**config.mk**
```make
export PLATFORM = sky130hd
export DESIGN_NAME = tmw_top
export DESIGN_NICKNAME = d
export VERILOG_FILES = /design/src/logic/tmw_pkg.sv /design/src/logic/tmw_cfg_if.sv /design/src/logic/tmw_chan.sv /design/src/logic/tmw_top.sv
export SDC_FILE = /design/constraint.sdc
export NUM_CORES = 1
export LEC_CHECK = 0
export ABC_CLOCK_PERIOD_IN_PS = 2800
export BUFFER_PORTS_ARGS = -buffer_cell sky130_fd_sc_hd__buf_2
export CAP_MARGIN = 15
export CORE_MARGIN = 2
export CORE_UTILIZATION = 50
export CTS_BUF_LIST = sky130_fd_sc_hd__clkbuf_8
export DETAILED_ROUTE_END_ITERATION = 10
export PLACE_DENSITY = 0.79
export SLEW_MARGIN = 30
export SYNTH_ARGS = -nofsm -noshare
export SYNTH_HDL_FRONTEND = slang
export SYNTH_SLANG_ARGS = --single-unit
```
**constraint.sdc**
```tcl
create_clock -name aclk -period 2.8 [get_ports aclk]
set_input_delay 0.14 -clock aclk [delete_from_list [all_inputs] [get_ports aclk]]
set_output_delay 0.14 -clock aclk [all_outputs]
set_load 0.01 [all_outputs]
```
**src/logic/tmw_pkg.sv**
```systemverilog
`default_nettype none
package tmw_pkg;
    // *****************************
    // register map
    // *****************************
    localparam logic [11:0] ADDR_CTRL_A = 12'h080;
    localparam logic [11:0] ADDR_CTRL_B = 12'h084;
    localparam logic [11:0] ADDR_CMP_A = 12'h088;
    localparam logic [11:0] ADDR_CMP_B = 12'h08c;
    localparam logic [11:0] ADDR_CAPT = 12'h090;
    localparam logic [11:0] ADDR_COUNT = 12'h094;
    localparam logic [11:0] ADDR_STATUS = 12'h098;
    localparam logic [7:0] CTRL_A_RESET = 8'h00;
    localparam logic [7:0] CTRL_A_MASK = 8'hf3;
    localparam int OM_A_HI = 7;
    localparam int OM_A_LO = 6;
    localparam int OM_B_HI = 5;
    localparam int OM_B_LO = 4;
    localparam logic [15:0] TOP_8 = 16'h00ff;
    localparam logic [15:0] TOP_9 = 16'h01ff;
    localparam logic [15:0] TOP_10 = 16'h03ff;
    localparam logic [15:0] MAX = 16'hffff;
    localparam logic [15:0] BOTTOM = 16'h0000;
    localparam logic [1:0] RESP_OKAY = 2'b00;
    localparam logic [1:0] RESP_SLVERR = 2'b10;

    typedef enum logic [1:0] {
        TMW_KIND_NORMAL = 2'b00,
        TMW_KIND_CLEAR = 2'b01,
        TMW_KIND_FAST = 2'b10,
        TMW_KIND_DUAL = 2'b11
    } tmw_kind_t;
endpackage : tmw_pkg
`default_nettype wire

```
**src/logic/tmw_cfg_if.sv**
```systemverilog
`default_nettype none
// mode decode handed from the core to each output channel
interface tmw_cfg_if;
    logic tick;
    logic [1:0] kind;
    logic [3:0] mode;
    logic counting_up;
    logic at_top;
    logic at_bottom;
    logic [15:0] count;
    logic [15:0] top;
    modport core (output tick, kind, mode, counting_up, at_top, at_bottom,
        count, top);
    modport chan (input tick, kind, mode, counting_up, at_top, at_bottom,
        count, top);
endinterface : tmw_cfg_if
`default_nettype wire

```
**src/logic/tmw_chan.sv**
```systemverilog
`default_nettype none
module tmw_chan #(
    parameter bit IS_A = 1'b1
) (
    // clock and reset
    input wire logic aclk,
    input wire logic aresetn,
    // mode from core
    tmw_cfg_if.chan cfg,
    // channel setup
    input wire logic [1:0] out_mode,
    input wire logic [15:0] compare_value_n,
    input wire logic dir_out,
    // outputs
    output logic wave_level,
    output logic pin_override,
    output logic pin_oe
);
    // *****************************
    // action decode
    // *****************************
    logic match;
    logic tog_ok;
    logic next_level;
    assign match = cfg.tick && (cfg.count == compare_value_n);
    // fast and dual kinds toggle only for channel A; fast kinds with bit 3 are modes 14 and 15
    always_comb begin
        unique case (tmw_pkg::tmw_kind_t'(cfg.kind))
            tmw_pkg::TMW_KIND_FAST: tog_ok = IS_A && cfg.mode[3];
            tmw_pkg::TMW_KIND_DUAL:
                tog_ok = IS_A && cfg.mode[0] && cfg.mode[3];
            default: tog_ok = 1'b1;
        endcase
    end

    // next output level per mode kind
    always_comb begin
        next_level = wave_level;
        unique case (tmw_pkg::tmw_kind_t'(cfg.kind))
            tmw_pkg::TMW_KIND_FAST: begin
                // match at TOP is ignored, BOTTOM action still taken
                if (out_mode[1] && match && compare_value_n != cfg.top)
                    next_level = out_mode[0];
                else if (out_mode[1] && cfg.tick && cfg.at_top)
                    next_level = ~out_mode[0];
                else if (out_mode == 2'b01 && tog_ok && match)
                    next_level = ~wave_level;
            end
            tmw_pkg::TMW_KIND_DUAL: begin
                // extremes pin the level, else a match sets or clears it by counting direction
                if (out_mode[1] && match && compare_value_n == cfg.top)
                    next_level = ~out_mode[0];
                else if (out_mode[1] && match &&
                        compare_value_n == tmw_pkg::BOTTOM)
                    next_level = out_mode[0];
                else if (out_mode[1] && match)
                    next_level = out_mode[0] ^ ~cfg.counting_up;
                else if (out_mode == 2'b01 && tog_ok && match)
                    next_level = ~wave_level;
            end
            default: begin
                if (match && out_mode != 2'b00)
                    next_level = out_mode[1] ? out_mode[0] : ~wave_level;
            end
        endcase
    end

    // waveform register, updated only on a tick
    always_ff @(posedge aclk) begin
        if (!aresetn) begin
            wave_level <= 1'b0;
        end else begin
            wave_level <= next_level;
        end
    end

    // pin steering
    assign pin_override = (out_mode[1] || tog_ok) &&
        (out_mode != 2'b00);
    assign pin_oe = pin_override && dir_out;

    a_off_no_drive: assert property (
        @(posedge aclk) disable iff (!aresetn) (!dir_out |-> !pin_oe))
        else $error("pin driven while input");
    a_none_no_ovr: assert property (
        @(posedge aclk) disable iff (!aresetn)
        (out_mode == 2'b00 |-> !pin_override))
        else $error("override with field zero");
    a_fast_clear: assert property (
        @(posedge aclk) disable iff (!aresetn)
        (cfg.kind == 2'b10 && out_mode == 2'b10 && match && !cfg.at_top
        && compare_value_n != cfg.top |=> !wave_level))
        else $error("fast pwm did not clear on match");
    a_dual_up_clear: assert property (
        @(posedge aclk) disable iff (!aresetn)
        (cfg.kind == 2'b11 && out_mode == 2'b10 && match && cfg.counting_up
        && compare_value_n != cfg.top |=> !wave_level))
        else $error("dual slope up match");
    c_toggle: cover property (@(posedge aclk) match && out_mode == 2'b01);
endmodule : tmw_chan
`default_nettype wire

```
**src/logic/tmw_top.sv**
```systemverilog
// Local design decision: register access over AXI4-Lite.
`default_nettype none
module tmw_top (
    // clock and reset
    input wire logic aclk,
    input wire logic aresetn,
    // axi4-lite write address
    input wire logic [11:0] s_axi_awaddr,
    input wire logic s_axi_awvalid,
    output logic s_axi_awready,
    // axi4-lite write data
    input wire logic [31:0] s_axi_wdata,
    input wire logic [3:0] s_axi_wstrb,
    input wire logic s_axi_wvalid,
    output logic s_axi_wready,
    // axi4-lite write response
    output logic [1:0] s_axi_bresp,
    output logic s_axi_bvalid,
    input wire logic s_axi_bready,
    // axi4-lite read
    input wire logic [11:0] s_axi_araddr,
    input wire logic s_axi_arvalid,
    output logic s_axi_arready,
    output logic [31:0] s_axi_rdata,
    output logic [1:0] s_axi_rresp,
    output logic s_axi_rvalid,
    input wire logic s_axi_rready,
    // timer tick and pin direction
    input wire logic timer_tick,
    input wire logic dir_out_a,
    input wire logic dir_out_b,
    // pins
    output logic wave_out_a,
    output logic wave_out_b,
    output logic wave_oe_a,
    output logic wave_oe_b,
    output logic override_a,
    output logic override_b,
    output logic capture_pin_enable,
    output logic overflow_flag
);
    // *****************************
    // registers
    // *****************************
    logic [7:0] timer16_control_a;
    logic [1:0] wave_mode_hi;
    logic [15:0] compare_value_a;
    logic [15:0] compare_value_b;
    logic [15:0] buf_a;
    logic [15:0] buf_b;
    logic [15:0] capture_value;
    logic [15:0] count_value;
    logic counting_up;
    logic [3:0] wave_mode_sel;
    logic [1:0] kind;
    logic [15:0] top;
    logic at_top;
    logic at_bottom;
    logic load_now;
    logic ovf_now;
    logic have_aw;
    logic have_w;
    logic [11:0] aw_addr;
    logic [31:0] w_data;
    logic [3:0] w_strb;
    logic wr_go;
    logic wr_hit;
    logic rd_hit;
    logic [31:0] rd_word;

    assign wave_mode_sel = {wave_mode_hi, timer16_control_a[1:0]};

    // *****************************
    // mode decode
    // *****************************
    always_comb begin
        unique case (wave_mode_sel)
            4'd0: kind = tmw_pkg::TMW_KIND_NORMAL;
            4'd4, 4'd12, 4'd13: kind = tmw_pkg::TMW_KIND_CLEAR;
            4'd5, 4'd6, 4'd7, 4'd14, 4'd15: kind = tmw_pkg::TMW_KIND_FAST;
            default: kind = tmw_pkg::TMW_KIND_DUAL;
        endcase
    end

    // top source per mode; reserved 13 behaves as a free counter
    always_comb begin
        unique case (wave_mode_sel)
            4'd1, 4'd5: top = tmw_pkg::TOP_8;
            4'd2, 4'd6: top = tmw_pkg::TOP_9;
            4'd3, 4'd7: top = tmw_pkg::TOP_10;
            4'd4, 4'd9, 4'd11, 4'd15: top = compare_value_a;
            4'd8, 4'd10, 4'd12, 4'd14: top = capture_value;
            default: top = tmw_pkg::MAX;
        endcase
    end

    assign at_top = (count_value == top);
    assign at_bottom = (count_value == tmw_pkg::BOTTOM);
    assign capture_pin_enable = !(wave_mode_sel == 4'd8 ||
        wave_mode_sel == 4'd10 || wave_mode_sel == 4'd12 ||
        wave_mode_sel == 4'd14);

    // buffer load and overflow events; normal and clear kinds load without a tick
    always_comb begin
        load_now = 1'b0;
        ovf_now = 1'b0;
        unique case (tmw_pkg::tmw_kind_t'(kind))
            tmw_pkg::TMW_KIND_FAST: begin
                load_now = at_bottom;
                ovf_now = at_top;
            end
            tmw_pkg::TMW_KIND_DUAL: begin
                load_now = wave_mode_sel[3] && !wave_mode_sel[1] ?
                    at_bottom : at_top;
                ovf_now = at_bottom && !counting_up;
            end
            default: begin
                load_now = 1'b1;
                ovf_now = (count_value == tmw_pkg::MAX);
            end
        endcase
    end

    // counter, only advanced on a tick of aclk
    always_ff @(posedge aclk) begin
        if (!aresetn) begin
            count_value <= tmw_pkg::BOTTOM;
            counting_up <= 1'b1;
        end else if (timer_tick) begin
            if (kind == tmw_pkg::TMW_KIND_DUAL) begin
                if (at_top && counting_up) begin
                    counting_up <= 1'b0;
                    count_value <= count_value - 16'h0001;
                end else if (at_bottom && !counting_up) begin
                    counting_up <= 1'b1;
                    count_value <= count_value + 16'h0001;
                end else if (counting_up) begin
                    count_value <= count_value + 16'h0001;
                end else begin
                    count_value <= count_value - 16'h0001;
                end
            end else begin
                counting_up <= 1'b1;
                count_value <= at_top ? tmw_pkg::BOTTOM :
                    count_value + 16'h0001;
            end
        end
    end

    // active compare values, loaded from buffers per mode
    always_ff @(posedge aclk) begin
        if (!aresetn) begin
            compare_value_a <= 16'h0000;
            compare_value_b <= 16'h0000;
        end else if (load_now && (timer_tick || kind[1] == 1'b0)) begin
            compare_value_a <= buf_a;
            compare_value_b <= buf_b;
        end
    end

    // sticky overflow flag; set beats software clear
    always_ff @(posedge aclk) begin
        if (!aresetn) begin
            overflow_flag <= 1'b0;
        end else if (timer_tick && ovf_now) begin
            overflow_flag <= 1'b1;
        end else if (wr_hit && aw_addr == tmw_pkg::ADDR_STATUS &&
                w_strb[0] && w_data[0]) begin
            overflow_flag <= 1'b0;
        end
    end

    // *****************************
    // axi4-lite slave
    // *****************************
    assign s_axi_awready = !have_aw && !s_axi_bvalid;
    assign s_axi_wready = !have_w && !s_axi_bvalid;
    assign wr_go = have_aw && have_w && !s_axi_bvalid;
    assign wr_hit = wr_go;

    // capture address and data in either order
    always_ff @(posedge aclk) begin
        if (!aresetn) begin
            have_aw <= 1'b0;
            have_w <= 1'b0;
            aw_addr <= 12'h000;
            w_data <= 32'h0000_0000;
            w_strb <= 4'h0;
        end else if (wr_go) begin
            have_aw <= 1'b0;
            have_w <= 1'b0;
        end else begin
            if (s_axi_awvalid && s_axi_awready) begin
                have_aw <= 1'b1;
                aw_addr <= s_axi_awaddr;
            end
            if (s_axi_wvalid && s_axi_wready) begin
                have_w <= 1'b1;
                w_data <= s_axi_wdata;
                w_strb <= s_axi_wstrb;
            end
        end
    end

    // register writes; reserved bits dropped by the mask
    always_ff @(posedge aclk) begin
        if (!aresetn) begin
            timer16_control_a <= tmw_pkg::CTRL_A_RESET;
            wave_mode_hi <= 2'b00;
            buf_a <= 16'h0000;
            buf_b <= 16'h0000;
            capture_value <= 16'h0000;
        end else if (wr_go) begin
            unique case (aw_addr)
                tmw_pkg::ADDR_CTRL_A: if (w_strb[0])
                    timer16_control_a <= w_data[7:0] &
                        tmw_pkg::CTRL_A_MASK;
                tmw_pkg::ADDR_CTRL_B: if (w_strb[0])
                    wave_mode_hi <= w_data[4:3];
                tmw_pkg::ADDR_CMP_A: buf_a <= w_data[15:0];
                tmw_pkg::ADDR_CMP_B: buf_b <= w_data[15:0];
                tmw_pkg::ADDR_CAPT: capture_value <= w_data[15:0];
                default: ;
            endcase
        end
    end

    // write response
    always_ff @(posedge aclk) begin
        if (!aresetn) begin
            s_axi_bvalid <= 1'b0;
            s_axi_bresp <= tmw_pkg::RESP_OKAY;
        end else if (wr_go) begin
            s_axi_bvalid <= 1'b1;
            s_axi_bresp <= (aw_addr == tmw_pkg::ADDR_COUNT ||
                aw_addr[11:8] != 4'h0 || aw_addr > tmw_pkg::ADDR_STATUS ||
                aw_addr < tmw_pkg::ADDR_CTRL_A) ?
                tmw_pkg::RESP_SLVERR : tmw_pkg::RESP_OKAY;
        end else if (s_axi_bready) begin
            s_axi_bvalid <= 1'b0;
        end
    end

    // read mux
    always_comb begin
        rd_hit = 1'b1;
        rd_word = 32'h0000_0000;
        unique case (s_axi_araddr)
            tmw_pkg::ADDR_CTRL_A: rd_word[7:0] = timer16_control_a;
            tmw_pkg::ADDR_CTRL_B: rd_word[4:3] = wave_mode_hi;
            tmw_pkg::ADDR_CMP_A: rd_word[15:0] = buf_a;
            tmw_pkg::ADDR_CMP_B: rd_word[15:0] = buf_b;
            tmw_pkg::ADDR_CAPT: rd_word[15:0] = capture_value;
            tmw_pkg::ADDR_COUNT: rd_word[15:0] = count_value;
            tmw_pkg::ADDR_STATUS: rd_word[1:0] = {counting_up, overflow_flag};
            default: rd_hit = 1'b0;
        endcase
    end

    assign s_axi_arready = !s_axi_rvalid;
    always_ff @(posedge aclk) begin
        if (!aresetn) begin
            s_axi_rvalid <= 1'b0;
            s_axi_rdata <= 32'h0000_0000;
            s_axi_rresp <= tmw_pkg::RESP_OKAY;
        end else if (s_axi_arvalid && s_axi_arready) begin
            s_axi_rvalid <= 1'b1;
            s_axi_rdata <= rd_word;
            s_axi_rresp <= rd_hit ? tmw_pkg::RESP_OKAY : tmw_pkg::RESP_SLVERR;
        end else if (s_axi_rready) begin
            s_axi_rvalid <= 1'b0;
        end
    end

    // *****************************
    // channels
    // *****************************
    tmw_cfg_if cfg ();
    assign cfg.tick = timer_tick;
    assign cfg.kind = kind;
    assign cfg.mode = wave_mode_sel;
    assign cfg.counting_up = counting_up;
    assign cfg.at_top = at_top;
    assign cfg.at_bottom = at_bottom;
    assign cfg.count = count_value;
    assign cfg.top = top;

    tmw_chan #(.IS_A(1'b1)) u_chan_a (
        .aclk(aclk),
        .aresetn(aresetn),
        .cfg(cfg),
        .out_mode(timer16_control_a[tmw_pkg::OM_A_HI:tmw_pkg::OM_A_LO]),
        .compare_value_n(compare_value_a),
        .dir_out(dir_out_a),
        .wave_level(wave_out_a),
        .pin_override(override_a),
        .pin_oe(wave_oe_a)
    );
    tmw_chan #(.IS_A(1'b0)) u_chan_b (
        .aclk(aclk),
        .aresetn(aresetn),
        .cfg(cfg),
        .out_mode(timer16_control_a[tmw_pkg::OM_B_HI:tmw_pkg::OM_B_LO]),
        .compare_value_n(compare_value_b),
        .dir_out(dir_out_b),
        .wave_level(wave_out_b),
        .pin_override(override_b),
        .pin_oe(wave_oe_b)
    );

    // *****************************
    // checks
    // *****************************
    a_hold_no_tick: assert property (
        @(posedge aclk) disable iff (!aresetn)
        (!timer_tick |=> $stable(count_value)))
        else $error("counter moved without tick");
    a_reserved_zero: assert property (
        @(posedge aclk) disable iff (!aresetn)
        (timer16_control_a[3:2] == 2'b00))
        else $error("reserved bits set");
    a_normal_ovf: assert property (
        @(posedge aclk) disable iff (!aresetn)
        (wave_mode_sel == 4'd0 && timer_tick && count_value == 16'hffff
        |=> overflow_flag && count_value == 16'h0000))
        else $error("normal mode overflow");
    a_capt_off: assert property (
        @(posedge aclk) disable iff (!aresetn)
        (wave_mode_sel == 4'd12 |-> !capture_pin_enable))
        else $error("capture pin live");
    c_fast: cover property (@(posedge aclk) kind == 2'b10 && at_top);
    c_dual: cover property (@(posedge aclk) kind == 2'b11 && !counting_up);
    c_ovf: cover property (@(posedge aclk) $rose(overflow_flag));
endmodule : tmw_top
`default_nettype wire

```
==> results.ini, run 1 <==
[floorplan]
ios = 119
die_h_um = 140
placementRows = 49
core_area_um2 = 18000
dieArea_um2 = 19600
initial_utilization_pct = 51.3
die_x_um = 140

[power_and_ir_drop]
peakVddDrop_uv = 555
clockPowerShare_pct = 37.9
power.density_nw_per_um2 = 376
seq_power_share_pct = 50.9
p_comb_share_pct = 11.1
p_leak_uw = 0.00494
power_uw = 4620
p_sw_share_pct = 30.5
p_switching_uw = 1410
intPower_uw = 3210

[cells_and_area]
final_cell_mix = 190 x nand2_1, 154 x dfxtp_1, 144 x buf_4
finalNetCount = 1500
antenna_cells = 0
fin_area_um2 = 12300
layout-drive-gt1-share_pct = 27.1
syn2layout_area_growth_pct = 33.0
fillers = 1354
mostFrequentLayoutCell = nand2_1

[timing]
final.min_clock_period_ps = 3060
fin_crit_sh_pct = 109
slew_headroom_pct = 34.6
clock_skew_ps = 24.5
setup_viol = 51
drv_slew = 0
grt_setup_unrepaired = true
max_clock_freq_mhz = 327
tightest_slew_ps = 978
hold_viol = 0
setup_ws_ps = -260

[worst_setup_path]
startpoint_type = flop
worstPathMaxFanout = 7
rrSetupSlack_ps = -260
reg2reg_from = timer16_control_a[0]$_SDFFE_PN0P_
end_kind = flop
critical_path_class = reg -> reg
critPathRequiredTime_ps = 3210
critPathLaunch = timer16_control_a[0]$_SDFFE_PN0P_
worst_ep_arrival_time_ps = 3470

[hold_path]
hold_path.class = in -> reg
hold_path.startpoint = aresetn

[route]
drtIter0Drc = 1282
via_per_inst = 6.26
totalWireLength_um = 33700
first_pass_iters = 7
wl_per_cell_um = 20.2
num_vias = 10500
drc = 0
ant_nets = 0

[cts]
cts_root_buf = clkbuf_8
clk_pin_slew_ps = 110
cts_sinks = 159
cts_tree = built
cts_buffers = 17
clk-insertion-delay-late_ps = 480
clock_path_buffers = 2
htree_levels = 4

[logic_synthesis]
netlist_top_cells_area = dfxtp_1 34%, nand2_1 7.8%, a21oi_1 6.7%
postSynthCellCount = 1225
yosysTopAreaCellShare_pct = 34.4
syn_area_per_cell_um2 = 7.54
netlist_area_um2 = 9240
synth.distinct_cells = 80
synth-seq-cells = 159
synth_flop_cell = dfxtp_1
ys_async_sr_fraction_pct = 0
yosys.area.top_type = dfxtp_1
yosysSeqAreaShare_pct = 34.4
ys_warn_count = 0
synth_edf_count = 0

[place]
place_area_um2 = 10500
gp_congestion = 1.01
place_hpwl_um = 22000
port_buffers = 81

[global_route]
grt-busiest-layer = met2
met1_usage_pct = 42.7
grt_pass1_wl_um = 51700
antenna_found_initial = 0
grt_pass1_vias = 9909
grtUsageMet3_pct = 5.81
track_usage_pct = 32.8
overflow = 0
grtUsageMet2_pct = 52.5
grt_start_max_net_pins = 74

[outcome]
outcome = complete, but fails checks
violations = setup timing

[run]
maxCapViolations = 0

[logic make-up after synthesis]
group / Yosys count / share of synthesized area [%]
flip-flops: 159 / 34.4
multiplexers: 52 / 5.80
adder cells (fa/ha/maj): 2 / 0.271
other: 1 / 0.0406
AO/OA/AOI/OAI: 321 / 21.6
AND/OR/NAND/NOR: 471 / 24.1
XOR/XNOR: 66 / 6.26
buffers and inverters: 153 / 7.45
[cells in the mapped netlist, types with 3 or more instances]
cell / instances
nand3_1: 52
a211oi_1: 5
or2_2: 4
nand2b_1: 11
nor4_2: 3
mux2_2: 8
buf_1: 6
o21ai_0: 78
xor2_1: 30
a211o_1: 7
mux2i_1: 43
a21oi_1: 123
o31ai_1: 9
a41oi_1: 3
buf_4: 19
or3_1: 9
xnor2_1: 36
nor2_1: 91
inv_1: 29
buf_6: 3
and3_1: 14
o21a_1: 5
a221oi_1: 9
nor3b_1: 3
a22oi_1: 6
a222oi_1: 6
nand4_1: 16
clkbuf_1: 78
nor3_1: 15
nand4b_1: 5
o221ai_1: 9
nor4_1: 24
nand2_1: 193
o211ai_1: 5
nor2b_1: 8
buf_2: 14
o22ai_1: 21
o32ai_1: 3
and2_1: 8
dfxtp_1: 159
a31oi_1: 6
[path summary, 6_finish.rpt]
check	depth (start not counted)	endpoint
max reg2reg	14	compare_value_a[9]$_SDFFE_PN0P_
min reg2reg	2	aw_addr[11]$_SDFFE_PN0P_
min	2	cfg.count[11]$_SDFFE_PN0P_
max	14	compare_value_a[9]$_SDFFE_PN0P_
[layout make-up]
cell class              instances  area, um2  share of cell area [%]
clock buffers                  18        248                    2.02
repair buffers                288       2320                    18.9
flip-flops and latches        159       3190                    26.0
inverters                      31        119                   0.967
clock inverters                14        145                    1.18
well taps                     229        287                    2.33
multi-input cells             931       5980                    48.7
[per-layer routing]
metal  wire, um  vias up
met5          0        -
met4       2040        0
met3       3470      186
met2      15300      707
met1      12900     4845
li1           -     4723
[stage by stage]
| stage | hold WS (ps) | setup WS [ps] | utilization [%] | cells | TNS [ps] |
|---|---|---|---|---|---|
| 2_1_floorplan | 239 | 14.3 | - | 1242 | 0 |
| 3_3_place_gp | 325 | -352 | 58.4 | 1567 | -12580 |
| 3_5_place_dp | 330 | -304 | 58.4 | 1567 | -10500 |
| 4_1_cts | 2.11 | -126 | 66.0 | 1660 | -2870 |
| 5_1_grt | 26.2 | -348 | 68.2 | 1670 | -14730 |
| 6_report | 6.38 | -260 | 68.2 | 1670 | -9160 |
[power by group through the flow]
| stage | logic (uW) | registers [uW] | clock network [uW] |
|---|---|---|---|
| after CTS | 476 | 2350 | 1740 |
| after detailed placement | 418 | 2400 | 0 |
| after floorplan | 286 | 2390 | 0 |
| after global routing | 559 | 2360 | 1830 |
| final | 514 | 2350 | 1750 |
| after global placement | 409 | 2400 | 0 |
[worst max-delay path, stage by stage (launching register included)]
cell,delay (ps)
dfxtp_4,380
buf_4,140
nor4_4,310
buf_4,200
a211o_1,170
a21oi_4,70
xnor2_2,170
nor4_4,350
and3_4,300
a21oi_4,70
o21bai_4,220
buf_12,200
clkbuf_16,150
nand3_1,80
o21ai_1,160
[state kept, by name, indices dropped and copies added (netlist names)]
| name | count |
|---|---|
| aw_addr | 12 |
| buf_a | 16 |
| buf_b | 16 |
| capture_value | 16 |
| cfg.count | 16 |
| cfg.counting_up | 1 |
| compare_value_a | 16 |
| compare_value_b | 16 |
| have_aw | 1 |
| have_w | 1 |
| overflow_flag | 1 |
| s_axi_bresp | 1 |
| s_axi_bvalid | 1 |
| s_axi_rdata | 16 |
| s_axi_rresp | 1 |
| s_axi_rvalid | 1 |
| timer16_control_a | 6 |
| u_chan_a.wave_level | 1 |
| u_chan_b.wave_level | 1 |
| w_data | 16 |
| w_strb | 1 |
| wave_mode_hi | 2 |
[timing repair]
action,4_1_cts,5_1_grt
cloned,6,2
gates resized for setup,98,62
hold buffers,32,0
endpoints found under the setup margin,50,51
pin swaps,55,50
buffers inserted,25,12
endpoints found under the hold margin,31,0
Power figures use the tool's default switching activity.
==> run 2, diff against run 1 <==
--- a/config.mk
+++ b/config.mk
@@ -5,14 +5,14 @@
 export SDC_FILE = /design/constraint.sdc
 export NUM_CORES = 1
 export LEC_CHECK = 0
-export ABC_CLOCK_PERIOD_IN_PS = 2800
+export ABC_CLOCK_PERIOD_IN_PS = 3700
 export BUFFER_PORTS_ARGS = -buffer_cell sky130_fd_sc_hd__buf_2
 export CAP_MARGIN = 15
 export CORE_MARGIN = 2
 export CORE_UTILIZATION = 50
 export CTS_BUF_LIST = sky130_fd_sc_hd__clkbuf_8
 export DETAILED_ROUTE_END_ITERATION = 10
-export PLACE_DENSITY = 0.79
+export PLACE_DENSITY = 0.77
 export SLEW_MARGIN = 30
 export SYNTH_ARGS = -nofsm -noshare
 export SYNTH_HDL_FRONTEND = slang
==> constraint.sdc (replaced) <==
create_clock -name aclk -period 3.7 [get_ports aclk]
set_input_delay 0.185 -clock aclk [delete_from_list [all_inputs] [get_ports aclk]]
set_output_delay 0.185 -clock aclk [all_outputs]
set_load 0.01 [all_outputs]
==> results.ini, run 2 (synthesis results as in run 1) <==
[route]
num_vias = 9491  ; -9.3%
wl_per_cell_um = 19.3  ; -4.6%
totalWireLength_um = 29500  ; -12%
first_pass_iters = 6  ; -1
drtIter0Drc = 1134  ; -12%
via_per_inst = 6.19  ; -1.2%
ant_nets = 0  ; unchanged
drc = 0  ; unchanged

[outcome]
outcome = complete, no violations

[timing]
fin_crit_sh_pct = 94.6  ; -15 points
setup_viol = 0  ; -100%
hold_viol = 0  ; unchanged
drv_slew = 0  ; unchanged
max_clock_freq_mhz = 286  ; -13%
tns_ps = 0  ; +9160 ps
grt_setup_unrepaired = false
final.min_clock_period_ps = 3500  ; +441 ps
slew_headroom_pct = 41.4  ; +6.8 points
hold-worst-slack_ps = 20.1  ; +13.7 ps
clock_skew_ps = 24.2  ; -0.355 ps
tightest_slew_ps = 879  ; -99.8 ps

[global_route]
grt_pass1_wl_um = 46500  ; -10%
antenna_found_initial = 0  ; unchanged
overflow = 0  ; unchanged
grt_pass1_vias = 8782  ; -11%
track_usage_pct = 29.6  ; -3.2 points
grt_start_max_net_pins = 83  ; +12%

[cells_and_area]
layout-drive-gt1-share_pct = 14.0  ; -13 points
regArea_um2 = 3180  ; -0.35%
finalNetCount = 1363  ; -9.1%
mostFrequentLayoutCell = nand2_1
syn2layout_area_growth_pct = 13.5
final_cell_mix = 193 x nand2_1, 159 x dfxtp_1, 123 x a21oi_1
multi_input_area_um2 = 5450  ; -8.9%
fillers = 1626  ; +20%

[floorplan]
ios = 119  ; unchanged
core_area_um2 = 18000  ; unchanged
initial_utilization_pct = 51.3  ; unchanged
die_x_um = 140  ; unchanged
dieArea_um2 = 19600  ; unchanged
placementRows = 49  ; unchanged
die_h_um = 140  ; unchanged

[worst_setup_path]
worstPathMaxFanout = 64  ; +57
end_kind = flop
startpoint_type = flop
worst_ep_arrival_time_ps = 3890  ; +420 ps
critical_path_class = reg -> reg
critPathRequiredTime_ps = 4090  ; +880 ps

[power_and_ir_drop]
p_leak_uw = 0.00402  ; -19%
power.density_nw_per_um2 = 331  ; -12%
peakVddDrop_uv = 320  ; -42%

[cts]
clk-insertion-delay-late_ps = 480  ; about the same
clk_pin_slew_ps = 90  ; -20 ps
htree_levels = 4  ; unchanged
clock_path_buffers = 2  ; unchanged
cts_root_buf = clkbuf_8
cts_sinks = 159  ; unchanged
cts_tree = built
cts_buffers = 17  ; unchanged
postCtsSetupBuffers = 0  ; -100%

[place]
port_buffers = 81  ; unchanged
gp_congestion = 0.999  ; -1.2%
place_hpwl_um = 20500  ; -7.0%

[hold_path]
hold_path.class = in -> reg

[run]
maxCapViolations = 0  ; unchanged

run 2: cell count changes in the layout (fill, tap and decap cells not counted), moves of 7 or more:
cell	previous run	this run
buf_4	144	38
o21ai_0	44	78
o21ai_1	33	0
buf_6	15	0
a21oi_1	110	123
a21oi_4	7	0
run 2: path summary, 6_finish.rpt:
kind / startpoint / slack [ps] / endpoint / depth (start not counted)
max: wave_mode_hi[1]$_SDFFE_PN0P_ / 200 / compare_value_a[9]$_SDFFE_PN0P_ / 13
min: s_axi_bready / 20 / s_axi_bvalid$_SDFFE_PN0P_ / 4
max reg2reg: wave_mode_hi[1]$_SDFFE_PN0P_ / 200 / compare_value_a[9]$_SDFFE_PN0P_ / 13
min reg2reg: aw_addr[5]$_SDFFE_PN0P_ / 460 / aw_addr[5]$_SDFFE_PN0P_ / 2
run 2: layout make-up:
| class | instances | area share [%] |
|---|---|---|
| multi-input cells | 930 | 52.0 |
| flip-flops and latches | 159 | 30.4 |
| repair buffers | 152 | 9.93 |
| well taps | 229 | 2.73 |
| clock buffers | 17 | 2.23 |
| clock inverters | 14 | 1.65 |
| inverters | 31 | 1.12 |
| diodes | 1 | 0.0239 |
run 2: critical path: stages, from the launching register on:
cell and delay (ps):
dfxtp_1 490, buf_4 250, or2_1 230, mux2_4 360, o22ai_1 240, o2111ai_1 160, nor4_2 410, and3_4 310
buf_4 160, a21oi_1 100, o21bai_4 150, buf_12 270, nand3_1 130, o21ai_0 130
run 2: stage by stage:
step,worst slack [ps],utilization (%),instance area [um2],total power (uW),cells
floorplan,675,-,9300,2020,1242
global placement,328,54.2,9760,2100,1470
detailed placement,233,54.2,9760,2100,1470
CTS,218,58.1,10500,3470,1532
global route,27.9,58.2,10500,3590,1532
finish,198,58.2,10500,3470,1533
run 2: routing by layer:
metal / wire length [um] / vias to the layer above / share of wire (%) / GRT usage (%)
li1: - / 4432 / - / -
met1: 12100 / 4457 / 41 / 39.3
met2: 13400 / 511 / 46 / 46.0
met3: 2710 / 91 / 9.2 / 6.29
met4: 1250 / 0 / 4.2 / 14.4
met5: 0 / - / 0 / 0
run 2: repair_timing:
item / in CTS / in global routing
hold buffers: 31 / 0
resized for setup: 0 / 1
endpoints found under the hold margin: 30 / 0
setup endpoints to repair: 0 / 1
run 2: where the power goes:
part,internal (uW),switching (uW)
Clock,623,748
Sequential,1740,37.5
Combinational,125,195
Total,2490,980
